$ cat config.mk
export PLATFORM = sky130hd
export DESIGN_NAME = corr_input_routing
export DESIGN_NICKNAME = d
export VERILOG_FILES = /design/src/core/corr_input_pkg.sv /design/src/core/corr_input_routing.sv
export SDC_FILE = /design/constraint.sdc
export NUM_CORES = 1
export LEC_CHECK = 0
export ABC_AREA = 1
export BUFFER_PORTS_ARGS = -buffer_cell sky130_fd_sc_hd__buf_2
export CORE_MARGIN = 2
export CORE_UTILIZATION = 55
export DETAILED_ROUTE_END_ITERATION = 10
export PLACE_DENSITY_LB_ADDON = 0.1
export SYNTH_ARGS = -nofsm -noshare
export SYNTH_HDL_FRONTEND = slang
export SYNTH_SLANG_ARGS = --single-unit
$ cat constraint.sdc
create_clock -name mclk -period 4.5 [get_ports mclk]
set_input_delay 0.225 -clock mclk [delete_from_list [all_inputs] [get_ports mclk]]
set_output_delay 0.225 -clock mclk [all_outputs]
set_load 0.01 [all_outputs]
$ cat src/core/corr_input_pkg.sv
// constants and types for the correlator input routing block
package corr_input_pkg;

	// timing
	localparam int CYCLE_NS = 150;
	localparam int MCLK_PS = 5000;
	localparam int CYCLE_CNT = (CYCLE_NS * 1000) / MCLK_PS;
	localparam int HALF_CNT = CYCLE_CNT / 2;

	// widths
	localparam int ADDR_W = 16;
	localparam int DATA_W = 16;
	localparam int SMP_W = 8;
	localparam int NUM_MULT = 4;
	localparam int TEST_DEPTH = 512;
	localparam int TEST_AW = $clog2(TEST_DEPTH);

	// register map (word index)
	localparam logic [3:0] REG_CTRL = 4'h0;
	localparam logic [3:0] REG_DISP = 4'h1;
	localparam logic [3:0] REG_STATUS = 4'h2;
	localparam logic [3:0] REG_VALID_ADDR = 4'h3;
	localparam logic [3:0] REG_EXP_IN = 4'h4;

	// control fields
	localparam int CTRL_MIXED_BIT = 0;
	localparam int CTRL_TEST_BIT = 1;
	localparam int CTRL_EXP_EN_BIT = 2;
	localparam int CTRL_DISP_SUB_BIT = 3;
	localparam int CTRL_W = 4;
	localparam logic [CTRL_W-1:0] CTRL_RESET = 4'h0;
	localparam logic [DATA_W-1:0] DISP_RESET = 16'h0000;

	// status fields
	localparam int STAT_EXT_BIT = 0;
	localparam int STAT_MIXED_BIT = 1;
	localparam int STAT_PHASE2_BIT = 2;
	localparam int STAT_TEST_BIT = 3;
	localparam int STAT_REQ_BIT = 4;

	// operand select codes
	localparam logic [2:0] SEL_A_X_SAMPLE = 3'h0;
	localparam logic [2:0] SEL_A_Y_SAMPLE = 3'h1;
	localparam logic [2:0] SEL_A_X_EXP = 3'h2;
	localparam logic [2:0] SEL_A_Y_EXP = 3'h3;
	localparam logic [2:0] SEL_A_ONE = 3'h4;
	localparam logic [1:0] SEL_B_X_SAMPLE = 2'h0;
	localparam logic [1:0] SEL_B_Y_SAMPLE = 2'h1;
	localparam logic [1:0] SEL_B_X_EXP = 2'h2;
	localparam logic [1:0] SEL_B_Y_EXP = 2'h3;
	localparam logic [SMP_W-1:0] OPERAND_ONE = 8'h01;

	typedef enum logic [2:0] {
		ADDR_NORMAL = 3'b001,
		ADDR_MIXED = 3'b010,
		ADDR_EXTERNAL = 3'b100
	} addr_mode_t;

endpackage

$ cat src/core/corr_input_routing.sv
// input routing, address source selection and operand capture
`timescale 1ns/1ps
`default_nettype none

module corr_input_routing
	import corr_input_pkg::*;
(
	input wire logic mclk,
	input wire logic nrst,
	// register port
	input wire logic [3:0] reg_addr,
	input wire logic [DATA_W-1:0] reg_wdata,
	input wire logic reg_wr,
	input wire logic reg_rd,
	output logic [DATA_W-1:0] reg_rdata,
	// sequencer controls, same clock
	input wire logic [ADDR_W-1:0] primary_buffer_address,
	input wire logic exp_capture,
	input wire logic [3*NUM_MULT-1:0] sel_a,
	input wire logic [2*NUM_MULT-1:0] sel_b,
	input wire logic [NUM_MULT-1:0] stb_a,
	input wire logic [NUM_MULT-1:0] stb_b,
	input wire logic ext_addr_send,
	input wire logic [ADDR_W-1:0] ext_addr_value,
	input wire logic ext_data_send,
	// pins
	input wire logic external_request,
	input wire logic [DATA_W-1:0] buffer_data,
	input wire logic [DATA_W-1:0] test_data,
	output logic [TEST_AW-1:0] test_address,
	input wire logic [ADDR_W-1:0] expansion_address_bus_in,
	output logic [ADDR_W-1:0] expansion_address_bus_out,
	output logic expansion_address_bus_oe,
	input wire logic [DATA_W-1:0] expansion_data_bus_in,
	output logic [DATA_W-1:0] expansion_data_bus_out,
	output logic expansion_data_bus_oe,
	// results
	output logic system_clock,
	output logic phase1_end,
	output logic phase2_end,
	output logic [ADDR_W-1:0] valid_buffer_address,
	output logic [ADDR_W-1:0] displaced_buffer_address,
	output logic [DATA_W-1:0] sample_input_bus,
	output logic [DATA_W-1:0] exp_input_q,
	output logic [SMP_W*NUM_MULT-1:0] operand_a,
	output logic [SMP_W*NUM_MULT-1:0] operand_b,
	output logic external_mode
);

	localparam logic [4:0] CYCLE_LAST = 5'(CYCLE_CNT - 1);
	localparam logic [4:0] HALF_LAST = 5'(HALF_CNT - 1);

	////////////////////////////////////////////////////////////////
	// pin synchronisers

	logic req_s1_q, req_s2_q;
	logic [DATA_W-1:0] buf_s1_q, buf_s2_q;
	logic [DATA_W-1:0] test_s1_q, test_s2_q;
	logic [DATA_W-1:0] edb_s1_q, edb_s2_q;
	logic [ADDR_W-1:0] eab_s1_q, eab_s2_q;

	always_ff @(posedge mclk) begin
		if (!nrst) begin
			req_s1_q <= 1'b0;
			req_s2_q <= 1'b0;
		end else begin
			req_s1_q <= external_request;
			req_s2_q <= req_s1_q;
		end
	end

	// data pins carry no reset: values are only looked at once settled
	always_ff @(posedge mclk) begin
		buf_s1_q <= buffer_data;
		buf_s2_q <= buf_s1_q;
		test_s1_q <= test_data;
		test_s2_q <= test_s1_q;
		edb_s1_q <= expansion_data_bus_in;
		edb_s2_q <= edb_s1_q;
		eab_s1_q <= expansion_address_bus_in;
		eab_s2_q <= eab_s1_q;
	end

	////////////////////////////////////////////////////////////////
	// system cycle divider: phase 1 is the first half, phase 2 the second

	logic [4:0] ph_cnt_q, ph_cnt_d;
	logic in_phase2;
	logic end_ph1;
	logic end_ph2;

	assign end_ph1 = (ph_cnt_q == HALF_LAST);
	assign end_ph2 = (ph_cnt_q == CYCLE_LAST);
	assign in_phase2 = (ph_cnt_q > HALF_LAST);
	assign ph_cnt_d = end_ph2 ? 5'h00 : ph_cnt_q + 5'h01;

	always_ff @(posedge mclk) begin
		if (!nrst) begin
			ph_cnt_q <= 5'h00;
		end else begin
			ph_cnt_q <= ph_cnt_d;
		end
	end

	assign phase1_end = end_ph1;
	assign phase2_end = end_ph2;

	logic sys_clk_q;

	always_ff @(posedge mclk) begin
		if (!nrst) begin
			sys_clk_q <= 1'b0;
		end else begin
			sys_clk_q <= ~ph_cnt_d[4] & (ph_cnt_d <= HALF_LAST);
		end
	end

	assign system_clock = sys_clk_q;

	////////////////////////////////////////////////////////////////
	// register port

	logic [CTRL_W-1:0] ctrl_q;
	logic [DATA_W-1:0] disp_q;
	logic wr_ctrl, wr_disp;

	assign wr_ctrl = reg_wr && (reg_addr == REG_CTRL);
	assign wr_disp = reg_wr && (reg_addr == REG_DISP);

	// only the host reaches these; the sequencer has no path to them
	always_ff @(posedge mclk) begin
		if (!nrst) begin
			ctrl_q <= CTRL_RESET;
			disp_q <= DISP_RESET;
		end else begin
			if (wr_ctrl) begin
				ctrl_q <= reg_wdata[CTRL_W-1:0];
			end
			if (wr_disp) begin
				disp_q <= reg_wdata;
			end
		end
	end

	////////////////////////////////////////////////////////////////
	// control fields take effect on cycle boundaries only,
	// so a control write never splits a system cycle; a disp_q write applies at once

	logic cfg_mixed_q, cfg_test_q, cfg_exp_en_q, cfg_sub_q;

	always_ff @(posedge mclk) begin
		if (!nrst) begin
			cfg_mixed_q <= 1'b0;
			cfg_test_q <= 1'b0;
			cfg_exp_en_q <= 1'b0;
			cfg_sub_q <= 1'b0;
		end else if (end_ph2) begin
			cfg_mixed_q <= ctrl_q[CTRL_MIXED_BIT];
			cfg_test_q <= ctrl_q[CTRL_TEST_BIT];
			cfg_exp_en_q <= ctrl_q[CTRL_EXP_EN_BIT];
			cfg_sub_q <= ctrl_q[CTRL_DISP_SUB_BIT];
		end
	end

	////////////////////////////////////////////////////////////////
	// address source mode

	addr_mode_t mode_q, mode_d;
	addr_mode_t base_mode;

	assign base_mode = cfg_mixed_q ? ADDR_MIXED : ADDR_NORMAL;

	// the configured mode is never overwritten, so dropping the request
	// falls straight back to it
	always_comb begin
		case (mode_q)
			ADDR_NORMAL, ADDR_MIXED: begin
				mode_d = req_s2_q ? ADDR_EXTERNAL : base_mode;
			end
			ADDR_EXTERNAL: begin
				mode_d = req_s2_q ? ADDR_EXTERNAL : base_mode;
			end
			default: begin
				mode_d = ADDR_NORMAL;
			end
		endcase
	end

	always_ff @(posedge mclk) begin
		if (!nrst) begin
			mode_q <= ADDR_NORMAL;
		end else if (end_ph2) begin
			mode_q <= mode_d;
		end
	end

	assign external_mode = (mode_q == ADDR_EXTERNAL);

	////////////////////////////////////////////////////////////////
	// address generation

	logic [ADDR_W-1:0] disp_addr;
	logic [ADDR_W-1:0] vab_sel;
	logic [ADDR_W-1:0] vab_q;
	logic [ADDR_W-1:0] disp_addr_q;

	assign disp_addr = cfg_sub_q ? primary_buffer_address - disp_q
		: primary_buffer_address + disp_q;

	always_comb begin
		case (mode_q)
			ADDR_NORMAL: vab_sel = primary_buffer_address;
			ADDR_MIXED: vab_sel = in_phase2 ? primary_buffer_address : disp_addr;
			ADDR_EXTERNAL: vab_sel = eab_s2_q;
			default: vab_sel = primary_buffer_address;
		endcase
	end

	always_ff @(posedge mclk) begin
		if (!nrst) begin
			vab_q <= '0;
			disp_addr_q <= '0;
		end else begin
			vab_q <= vab_sel;
			disp_addr_q <= disp_addr;
		end
	end

	assign valid_buffer_address = vab_q;
	assign displaced_buffer_address = disp_addr_q;

	////////////////////////////////////////////////////////////////
	// sample input bus source

	logic [DATA_W-1:0] sib_q;
	logic [TEST_AW-1:0] test_addr_q;

	always_ff @(posedge mclk) begin
		if (!nrst) begin
			sib_q <= '0;
			test_addr_q <= '0;
		end else begin
			sib_q <= cfg_test_q ? test_s2_q : buf_s2_q;
			test_addr_q <= primary_buffer_address[TEST_AW-1:0];
		end
	end

	assign sample_input_bus = sib_q;
	assign test_address = test_addr_q;

	////////////////////////////////////////////////////////////////
	// expansion input register

	logic exp_from_sib;
	logic exp_load;
	logic [DATA_W-1:0] exp_q;

	// in mixed mode the displaced sample arrives on the sample bus in phase 1;
	// this leans on the buffer memory settling within the half cycle
	assign exp_from_sib = (mode_q == ADDR_MIXED) && cfg_exp_en_q;
	assign exp_load = end_ph1 && exp_capture;

	always_ff @(posedge mclk) begin
		if (!nrst) begin
			exp_q <= '0;
		end else if (exp_load) begin
			exp_q <= exp_from_sib ? sib_q : edb_s2_q;
		end
	end

	assign exp_input_q = exp_q;

	////////////////////////////////////////////////////////////////
	// expansion bus drivers, started and stopped each system cycle

	logic eab_oe_q, edb_oe_q;
	logic [ADDR_W-1:0] eab_out_q;
	logic [DATA_W-1:0] edb_out_q;

	always_ff @(posedge mclk) begin
		if (!nrst) begin
			eab_oe_q <= 1'b0;
			edb_oe_q <= 1'b0;
			eab_out_q <= '0;
			edb_out_q <= '0;
		end else if (end_ph2) begin
			// never drive the address bus while it is our address source
			eab_oe_q <= ext_addr_send && (mode_d != ADDR_EXTERNAL);
			edb_oe_q <= ext_data_send;
			eab_out_q <= ext_addr_value;
			edb_out_q <= sib_q;
		end
	end

	assign expansion_address_bus_out = eab_out_q;
	assign expansion_address_bus_oe = eab_oe_q;
	assign expansion_data_bus_out = edb_out_q;
	assign expansion_data_bus_oe = edb_oe_q;

	////////////////////////////////////////////////////////////////
	// operand registers, one A and one B per multiplier

	logic [SMP_W-1:0] x_sib, y_sib, x_exp, y_exp;

	assign x_sib = sib_q[SMP_W-1:0];
	assign y_sib = sib_q[DATA_W-1:SMP_W];
	assign x_exp = exp_q[SMP_W-1:0];
	assign y_exp = exp_q[DATA_W-1:SMP_W];

	genvar m;
	generate
		for (m = 0; m < NUM_MULT; m++) begin : g_mult
			logic [2:0] a_code;
			logic [1:0] b_code;
			logic [SMP_W-1:0] a_q, b_q;
			logic [SMP_W-1:0] a_d, b_d;
			logic a_hold;

			assign a_code = sel_a[3*m +: 3];
			assign b_code = sel_b[2*m +: 2];

			// unused A codes keep the old value rather than load garbage
			always_comb begin
				a_hold = 1'b0;
				case (a_code)
					SEL_A_X_SAMPLE: a_d = x_sib;
					SEL_A_Y_SAMPLE: a_d = y_sib;
					SEL_A_X_EXP: a_d = x_exp;
					SEL_A_Y_EXP: a_d = y_exp;
					SEL_A_ONE: a_d = OPERAND_ONE;
					default: begin
						a_d = a_q;
						a_hold = 1'b1;
					end
				endcase
			end

			always_comb begin
				case (b_code)
					SEL_B_X_SAMPLE: b_d = x_sib;
					SEL_B_Y_SAMPLE: b_d = y_sib;
					SEL_B_X_EXP: b_d = x_exp;
					SEL_B_Y_EXP: b_d = y_exp;
					default: b_d = b_q;
				endcase
			end

			always_ff @(posedge mclk) begin
				if (!nrst) begin
					a_q <= '0;
					b_q <= '0;
				end else if (end_ph2) begin
					if (stb_a[m] && !a_hold) begin
						a_q <= a_d;
					end
					if (stb_b[m]) begin
						b_q <= b_d;
					end
				end
			end

			assign operand_a[SMP_W*m +: SMP_W] = a_q;
			assign operand_b[SMP_W*m +: SMP_W] = b_q;
		end
	endgenerate

	////////////////////////////////////////////////////////////////
	// read back

	logic [DATA_W-1:0] status_word;
	logic [DATA_W-1:0] rd_mux;
	logic [DATA_W-1:0] rdata_q;

	always_comb begin
		status_word = '0;
		status_word[STAT_EXT_BIT] = external_mode;
		status_word[STAT_MIXED_BIT] = (mode_q == ADDR_MIXED);
		status_word[STAT_PHASE2_BIT] = in_phase2;
		status_word[STAT_TEST_BIT] = cfg_test_q;
		status_word[STAT_REQ_BIT] = req_s2_q;
	end

	always_comb begin
		case (reg_addr)
			REG_CTRL: rd_mux = {{(DATA_W-CTRL_W){1'b0}}, ctrl_q};
			REG_DISP: rd_mux = disp_q;
			REG_STATUS: rd_mux = status_word;
			REG_VALID_ADDR: rd_mux = vab_q;
			REG_EXP_IN: rd_mux = exp_q;
			default: rd_mux = '0;
		endcase
	end

	always_ff @(posedge mclk) begin
		if (!nrst) begin
			rdata_q <= '0;
		end else if (reg_rd) begin
			rdata_q <= rd_mux;
		end else begin
			rdata_q <= '0;
		end
	end

	assign reg_rdata = rdata_q;

endmodule

`default_nettype wire

==> flow_summary.ini, run 1 <==
[floorplan]
num_rows = 57
dieHeight_um = 160
pin_count = 343
initial_utilization_pct = 55.4
dieArea_um2 = 25500
core_area_um2 = 24100
width_of_the_die_um = 160

[hold_path]
worstHoldPathType = input port to flop
min-delay-start = ext_addr_value[14]
timing.hold.worst_path_depth = 3
worstHoldEndpoint = expansion_address_bus_out[14]

[final_layout]
final_cell_mix = sky130_fd_sc_hd__dfxtp_1, sky130_fd_sc_hd__buf_2, sky130_fd_sc_hd__nand2_1, sky130_fd_sc_hd__nor2_1, sky130_fd_sc_hd__o21ai_0
nNetsFinal = 2203
instances_no_fill = 2389
drive_above_1_share_pct = 21.1
syn_to_final_growth_pct = 30.6
layout.cells.most_common = sky130_fd_sc_hd__dfxtp_1
largest_registers = g_mult.a_q: 32 flops, g_mult.b_q: 32 flops
final_util_pct = 72.4

[timing]
maxClockFrequency_mhz = 335
worst_hold_slack_ns = 0.00844
fin_skew_ns = 0.0223
setup_viol = 0
max-slew-margin-rel_pct = 20.4
hold_viol_final = 0
final_min_period_over_clock_period_pct = 66.3
min_setup_slack_post_route_ns = 1.51
unrepaired_setup_endpoints_after_global_routing = no
worst-slew-pin-transition_ns = 1.19
maxSlewViolCount = 0
finalWorstPathRequiredPeriod_ns = 2.99
final_sum_of_negative_setup_slack_ns = 0

[synthesis]
ys_types = 40
synthesized_area_per_cell_um2 = 8.23
net_count_after_synthesis = 1795
yosysSeqAreaShare_pct = 52.5
syn_area_um2 = 13400
most_common_flop_cell_mapped_by_yosys = sky130_fd_sc_hd__dfxtp_1
synth_cells = 1623
ys_seq_elements = 350
synth_edf_count = 0
synth-async-reset-ratio_pct = 0
ys_warn_count = 0

[global_route]
antenna_found_initial = 4
wire_length_of_the_first_global_routing_pass_mm = 72.4
grt_overflow = 0
grt_start_max_net_pins = 112
grtUsageTotal_pct = 36.2
first_global_vias = 12862

[outcome]
status = finished clean

[setup_path]
worst-r2r-cell-count = 18
rr_startpoint = disp_q[0]
worst-endpoint-required_ns = 4.92
reg2reg_setup_slack_ns = 1.51
critical_path_class = flop to flop
worst-endpoint-arrival_ns = 3.40
setup.worst_path.end_class = flop
cp-start-kind = flop
crit_fanout = 7
worst_r2r_endpoint = valid_buffer_address[13]

[drt]
drt-vias-per-instance = 5.66
drt_first_pass_iters = 6
drc_errors = 0
wirelength_mm = 47.9
avgRoutedWirePerCell_um = 20.0
final_antenna_net_count = 0
via_count = 13527
drt-initial-drc-count = 1528

[power]
powerDensity_nw_per_um2 = 415
static-leakage-power_nw = 8.17
irDropWorstVdd_mv = 0.455

[clock_network]
cts_tree = yes
path_clk_slew_ns = 0.06
cts.sinks = 350
cts_max_path_buffers = 3
post_cts.repair.setup_buffers = 0
cts-htree-levels = 2
root_buffer = sky130_fd_sc_hd__clkbuf_16
cts_made_buffers = 37
worst_skew_pair.late_latency_ns = 0.53

[place]
io_buffer_count = 342
placed_cells = 2224
dp_worst_setup_slack_ns = 1.57
hpwlAfterDp_mm = 31.1
place.gp.congestion = 0.997

[job]
maxCapViolations = 0
-- repair_timing --
action                                  CTS  global route
endpoints found under the setup margin    0             0
endpoints found under the hold margin    92             0
resized for setup                         0             0
hold buffers                             92             0
-- worst max path at each step --
| stage | from | endpoint | depth (start not counted) |
|---|---|---|---|
| final | disp_q[0] | valid_buffer_address[13] | 18 |
| after global routing | disp_q[0] | valid_buffer_address[13] | 19 |
| after CTS | disp_q[0] | valid_buffer_address[13] | 18 |
| after detailed placement | disp_q[0] | valid_buffer_address[13] | 18 |
| after global placement | disp_q[0] | valid_buffer_address[13] | 18 |
| after floorplan | disp_q[0] | valid_buffer_address[15] | 19 |
-- power by group --
group / total, mW / switching, mW / internal, mW
Clock: 3.21 / 1.29 / 1.92
Sequential: 3.31 / 0.0913 / 3.22
Combinational: 0.723 / 0.433 / 0.291
Total: 7.24 / 1.81 / 5.42
-- routing by layer --
layer  part of all wire (%)  routed length, µm  vias up  GRT usage, %
met3                     10               5000      170          8.44
met1                     40              19100     6212          46.7
met2                     44              21200      794          57.2
met5                      0                  0        -             0
met4                    5.5               2650        0          18.3
li1                       -                  -     6351             -
-- cells by family (layout without fill, tap and decap cells) --
group / Yosys count / count (layout) / synth area share (%)
buffers and inverters: 240 / 676 / 7.11
and+or+nand+nor: 511 / 511 / 16.1
other: 0 / 6 / 0
DFF: 350 / 350 / 52.5
adders and majority gates: 20 / 20 / 1.93
xor gates and xnor gates: 20 / 20 / 1.31
AOI/OAI and AO/OA: 482 / 482 / 21.0
-- synth_stat cells, types with 5 or more instances --
cell / count / share of area, %
sky130_fd_sc_hd__o221ai_1: 12 / 0.79
sky130_fd_sc_hd__o21ai_0: 171 / 6.4
sky130_fd_sc_hd__buf_2: 12 / 0.45
sky130_fd_sc_hd__a221oi_1: 57 / 3.7
sky130_fd_sc_hd__inv_2: 9 / 0.25
sky130_fd_sc_hd__ha_1: 19 / 1.8
sky130_fd_sc_hd__a31oi_1: 18 / 0.84
sky130_fd_sc_hd__nand2_1: 220 / 6.2
sky130_fd_sc_hd__inv_1: 150 / 4.2
sky130_fd_sc_hd__o211ai_1: 22 / 1.2
sky130_fd_sc_hd__xor2_1: 18 / 1.2
sky130_fd_sc_hd__clkinv_1: 11 / 0.31
sky130_fd_sc_hd__nor3_1: 12 / 0.45
sky130_fd_sc_hd__o22ai_1: 28 / 1.3
sky130_fd_sc_hd__dfxtp_1: 350 / 52
sky130_fd_sc_hd__nor2_1: 197 / 5.5
sky130_fd_sc_hd__clkbuf_1: 50 / 1.4
sky130_fd_sc_hd__a21oi_1: 165 / 6.2
sky130_fd_sc_hd__buf_4: 5 / 0.28
sky130_fd_sc_hd__nand3_1: 60 / 2.2
-- through the flow --
stage / power [mW] / area, µm²
after CTS: 7.22 / 17400
after global placement: 4.00 / 15200
final: 7.24 / 17400
after global routing: 7.45 / 17400
after detailed placement: 4.00 / 15200
after floorplan: 3.73 / 13400
-- worst max-delay path, cell delays in order (launching register included) --
cell	delay, ns
sky130_fd_sc_hd__dfxtp_1	0.31
sky130_fd_sc_hd__inv_1	0.11
sky130_fd_sc_hd__ha_1	0.19
sky130_fd_sc_hd__nand2_1	0.08
sky130_fd_sc_hd__nor2_1	0.16
sky130_fd_sc_hd__nand3_1	0.13
sky130_fd_sc_hd__nor2_1	0.10
sky130_fd_sc_hd__nand2_1	0.07
sky130_fd_sc_hd__nand2_1	0.10
sky130_fd_sc_hd__o21ai_0	0.12
sky130_fd_sc_hd__xor2_1	0.17
sky130_fd_sc_hd__ha_1	0.43
sky130_fd_sc_hd__nand2_1	0.13
sky130_fd_sc_hd__o21ai_0	0.26
sky130_fd_sc_hd__nor2_1	0.10
sky130_fd_sc_hd__nand3_1	0.11
sky130_fd_sc_hd__nand3_1	0.09
sky130_fd_sc_hd__a21oi_1	0.17
sky130_fd_sc_hd__nor2_1	0.05
-- cell type report --
type	instances	area (µm²)
clock inverters	19	246
clock buffers	48	1060
multi-input cells	1033	5400
repair buffers	439	2670
well taps	324	405
inverters	170	638
fillers	1903	6660
diodes	6	15.0
flip-flops and latches	350	7010
Note: power is estimated with default switching activity, not from simulation.
==> run 2: changes to the inputs <==
--- a/config.mk
+++ b/config.mk
@@ -5,10 +5,10 @@
 export SDC_FILE = /design/constraint.sdc
 export NUM_CORES = 1
 export LEC_CHECK = 0
-export ABC_AREA = 1
+export ABC_AREA = 0
 export BUFFER_PORTS_ARGS = -buffer_cell sky130_fd_sc_hd__buf_2
 export CORE_MARGIN = 2
-export CORE_UTILIZATION = 55
+export CORE_UTILIZATION = 53
 export DETAILED_ROUTE_END_ITERATION = 10
 export PLACE_DENSITY_LB_ADDON = 0.1
 export SYNTH_ARGS = -nofsm -noshare
==> constraint.sdc (replaced) <==
create_clock -name mclk -period 3.1 [get_ports mclk]
set_input_delay 0.155 -clock mclk [delete_from_list [all_inputs] [get_ports mclk]]
set_output_delay 0.155 -clock mclk [all_outputs]
set_load 0.01 [all_outputs]
==> flow_summary.ini, run 2 <==
[synthesis]
synth_top_area_cell = sky130_fd_sc_hd__dfxtp_1
synth_compound_area_share_pct = 15.5
yosysSeqAreaShare_pct = 51.3
net_count_after_synthesis = 1585
synthesized_area_per_cell_um2 = 9.67
ys_types = 70
post_synth_and_or_nand_nor_area_fraction_pct = 14.7
ys_seq_elements = 350
synth_xor_xnor_area_share_pct = 1.66
post_synth_main_area_contributors = sky130_fd_sc_hd__dfxtp_1, sky130_fd_sc_hd__a21oi_1, sky130_fd_sc_hd__nand2_1
ys_warn_count = 0
synth_top_family_by_area = compound AO/OA/AOI/OAI gates
most_common_flop_cell_mapped_by_yosys = sky130_fd_sc_hd__dfxtp_1
yosys-top-cells-count = sky130_fd_sc_hd__dfxtp_1, sky130_fd_sc_hd__nand2_1, sky130_fd_sc_hd__a21oi_1, sky130_fd_sc_hd__nor2_1, sky130_fd_sc_hd__clkbuf_1
synth_top_area_share_pct = 51.3
multiplexer_share_of_the_synthesized_area_pct = 10.5
synth_edf_count = 0
synthAdderAreaFrac_pct = 1.89
synthMostInstantiatedCell = sky130_fd_sc_hd__dfxtp_1
synth-async-reset-ratio_pct = 0
syn_area_um2 = 13700
synth_cells = 1413

[setup_path]
critical_path_class = flop to flop
worst-r2r-cell-count = 11
worst-endpoint-arrival_ns = 3.36
worst-endpoint-required_ns = 3.54
cp-start-kind = flop
crit_fanout = 4
setup.worst_path.end_class = flop

[clock_network]
path_clk_slew_ns = 0.07
cts_max_path_buffers = 3
cts_tree = yes
cts-htree-levels = 2
cts_made_buffers = 35
cts.sinks = 350
root_buffer = sky130_fd_sc_hd__clkbuf_16
worst_skew_pair.late_latency_ns = 0.54

[drt]
drt-vias-per-instance = 5.63
drc_errors = 0
avgRoutedWirePerCell_um = 20.2
via_count = 12208
wirelength_mm = 43.8
drt-initial-drc-count = 1082
drt_first_pass_iters = 10
final_antenna_net_count = 0

[floorplan]
pin_count = 343
width_of_the_die_um = 165
dieArea_um2 = 27100
core_area_um2 = 25300
initial_utilization_pct = 54.1
dieHeight_um = 165
num_rows = 58

[final_layout]
fill_cells = 1910
drive_above_1_share_pct = 27.5
syn_to_final_growth_pct = 30.6
final_cell_mix = sky130_fd_sc_hd__dfxtp_1, sky130_fd_sc_hd__buf_2, sky130_fd_sc_hd__nand2_1, sky130_fd_sc_hd__a21oi_1, sky130_fd_sc_hd__nor2_1
nNetsFinal = 1980
largest_registers = g_mult.a_q: 32 flops, g_mult.b_q: 32 flops
layout.cells.most_common = sky130_fd_sc_hd__dfxtp_1

[global_route]
grtUsageTotal_pct = 31.6
antenna_found_initial = 2
first_global_vias = 11852
wire_length_of_the_first_global_routing_pass_mm = 65.6
grt_overflow = 0
grt_start_max_net_pins = 125

[power]
irDropWorstVdd_mv = 0.562
static-leakage-power_nw = 7.45
powerDensity_nw_per_um2 = 573

[timing]
fin_skew_ns = 0.0141
maxSlewViolCount = 0
worst-slew-pin-transition_ns = 1.11
worst_hold_slack_ns = 0.0597
final_min_period_over_clock_period_pct = 94.0
max-slew-margin-rel_pct = 26.1
final_sum_of_negative_setup_slack_ns = 0
finalWorstPathRequiredPeriod_ns = 2.92
maxClockFrequency_mhz = 343
setup_viol = 0
hold_viol_final = 0
min_setup_slack_post_route_ns = 0.184

[place]
io_buffer_count = 342
place.gp.congestion = 0.866
hpwlAfterDp_mm = 28.6
dp_worst_setup_slack_ns = 0.134

[job]
maxCapViolations = 0

[hold_path]
worstHoldPathType = input port to flop
timing.hold.worst_path_depth = 3

[outcome]
status = finished clean
[run 2: cells by family after synthesis]
kind of cell,count (synthesis)
multiplexers,100
buffers and inverters,144
flip-flops,350
AO/OA/AOI/OAI,325
XOR/XNOR,25
AND/OR/NAND/NOR,449
adder cells (fa/ha/maj),20
[run 2: layout make-up]
class                      instances  area, µm²  share of cell area [%]
tap                              330        413                    2.31
sequential                       350       7010                    39.3
clock inverter                    14        238                    1.33
timing repair buffer             480       3040                    17.0
inverter                          22       87.6                   0.491
multi-input combinational        919       6060                    33.9
clock buffer                      49        998                    5.60
antenna                            3       7.51                  0.0421
[run 2: stage by stage]
step                util, %  std cells  area, µm²  power, mW
global placement       61.1       1985      15400       5.67
CTS                    70.5       2163      17800       10.2
floorplan                 -       1413      13700       5.34
global route           70.6       2166      17800       10.5
finish                 70.7       2167      17800       10.2
detailed placement     61.1       1985      15400       5.68
[run 2: worst max-delay path: stages (launching register included)]
cell and delay (ns):
sky130_fd_sc_hd__dfxtp_1 0.31, sky130_fd_sc_hd__or4_4 0.55, sky130_fd_sc_hd__nor3_2 0.15, sky130_fd_sc_hd__buf_4 0.14, sky130_fd_sc_hd__a21oi_1 0.06, sky130_fd_sc_hd__xnor2_1 0.13
sky130_fd_sc_hd__ha_1 0.29, sky130_fd_sc_hd__a211oi_1 0.35, sky130_fd_sc_hd__a21o_1 0.17, sky130_fd_sc_hd__a31oi_1 0.06, sky130_fd_sc_hd__or4_1 0.52, sky130_fd_sc_hd__o211ai_2 0.09
[run 2: layer usage]
| layer | wire length, µm | track usage [%] | part of all wire (%) | vias up |
|---|---|---|---|---|
| li1 | - | - | - | 5759 |
| met1 | 17300 | 40.4 | 40 | 5726 |
| met2 | 20500 | 51.9 | 47 | 623 |
| met3 | 4680 | 8.29 | 11 | 100 |
| met4 | 1270 | 10.9 | 2.9 | 0 |
| met5 | 0 | 0 | 0 | - |
[run 2: report_power, final]
part           internal [mW]  switching (mW)
registers               4.66           0.122
clock network           2.69            1.80
logic                  0.464           0.481
[run 2: path summary, 6_finish.rpt]
check / start / endpoint / slack (ns)
max: disp_q[5] / valid_buffer_address[15] / 0.18
min: sel_a[2] / g_mult[0].a_q[0] / 0.06
min reg2reg: test_s1_q[3] / test_s2_q[3] / 0.32
max reg2reg: disp_q[5] / valid_buffer_address[15] / 0.18
[run 2: timing repair]
action	in CTS	in global routing
buffers inserted	0	1
hold buffers	115	0
resized for setup	0	5
hold endpoints to repair	123	0
endpoints found under the setup margin	0	5
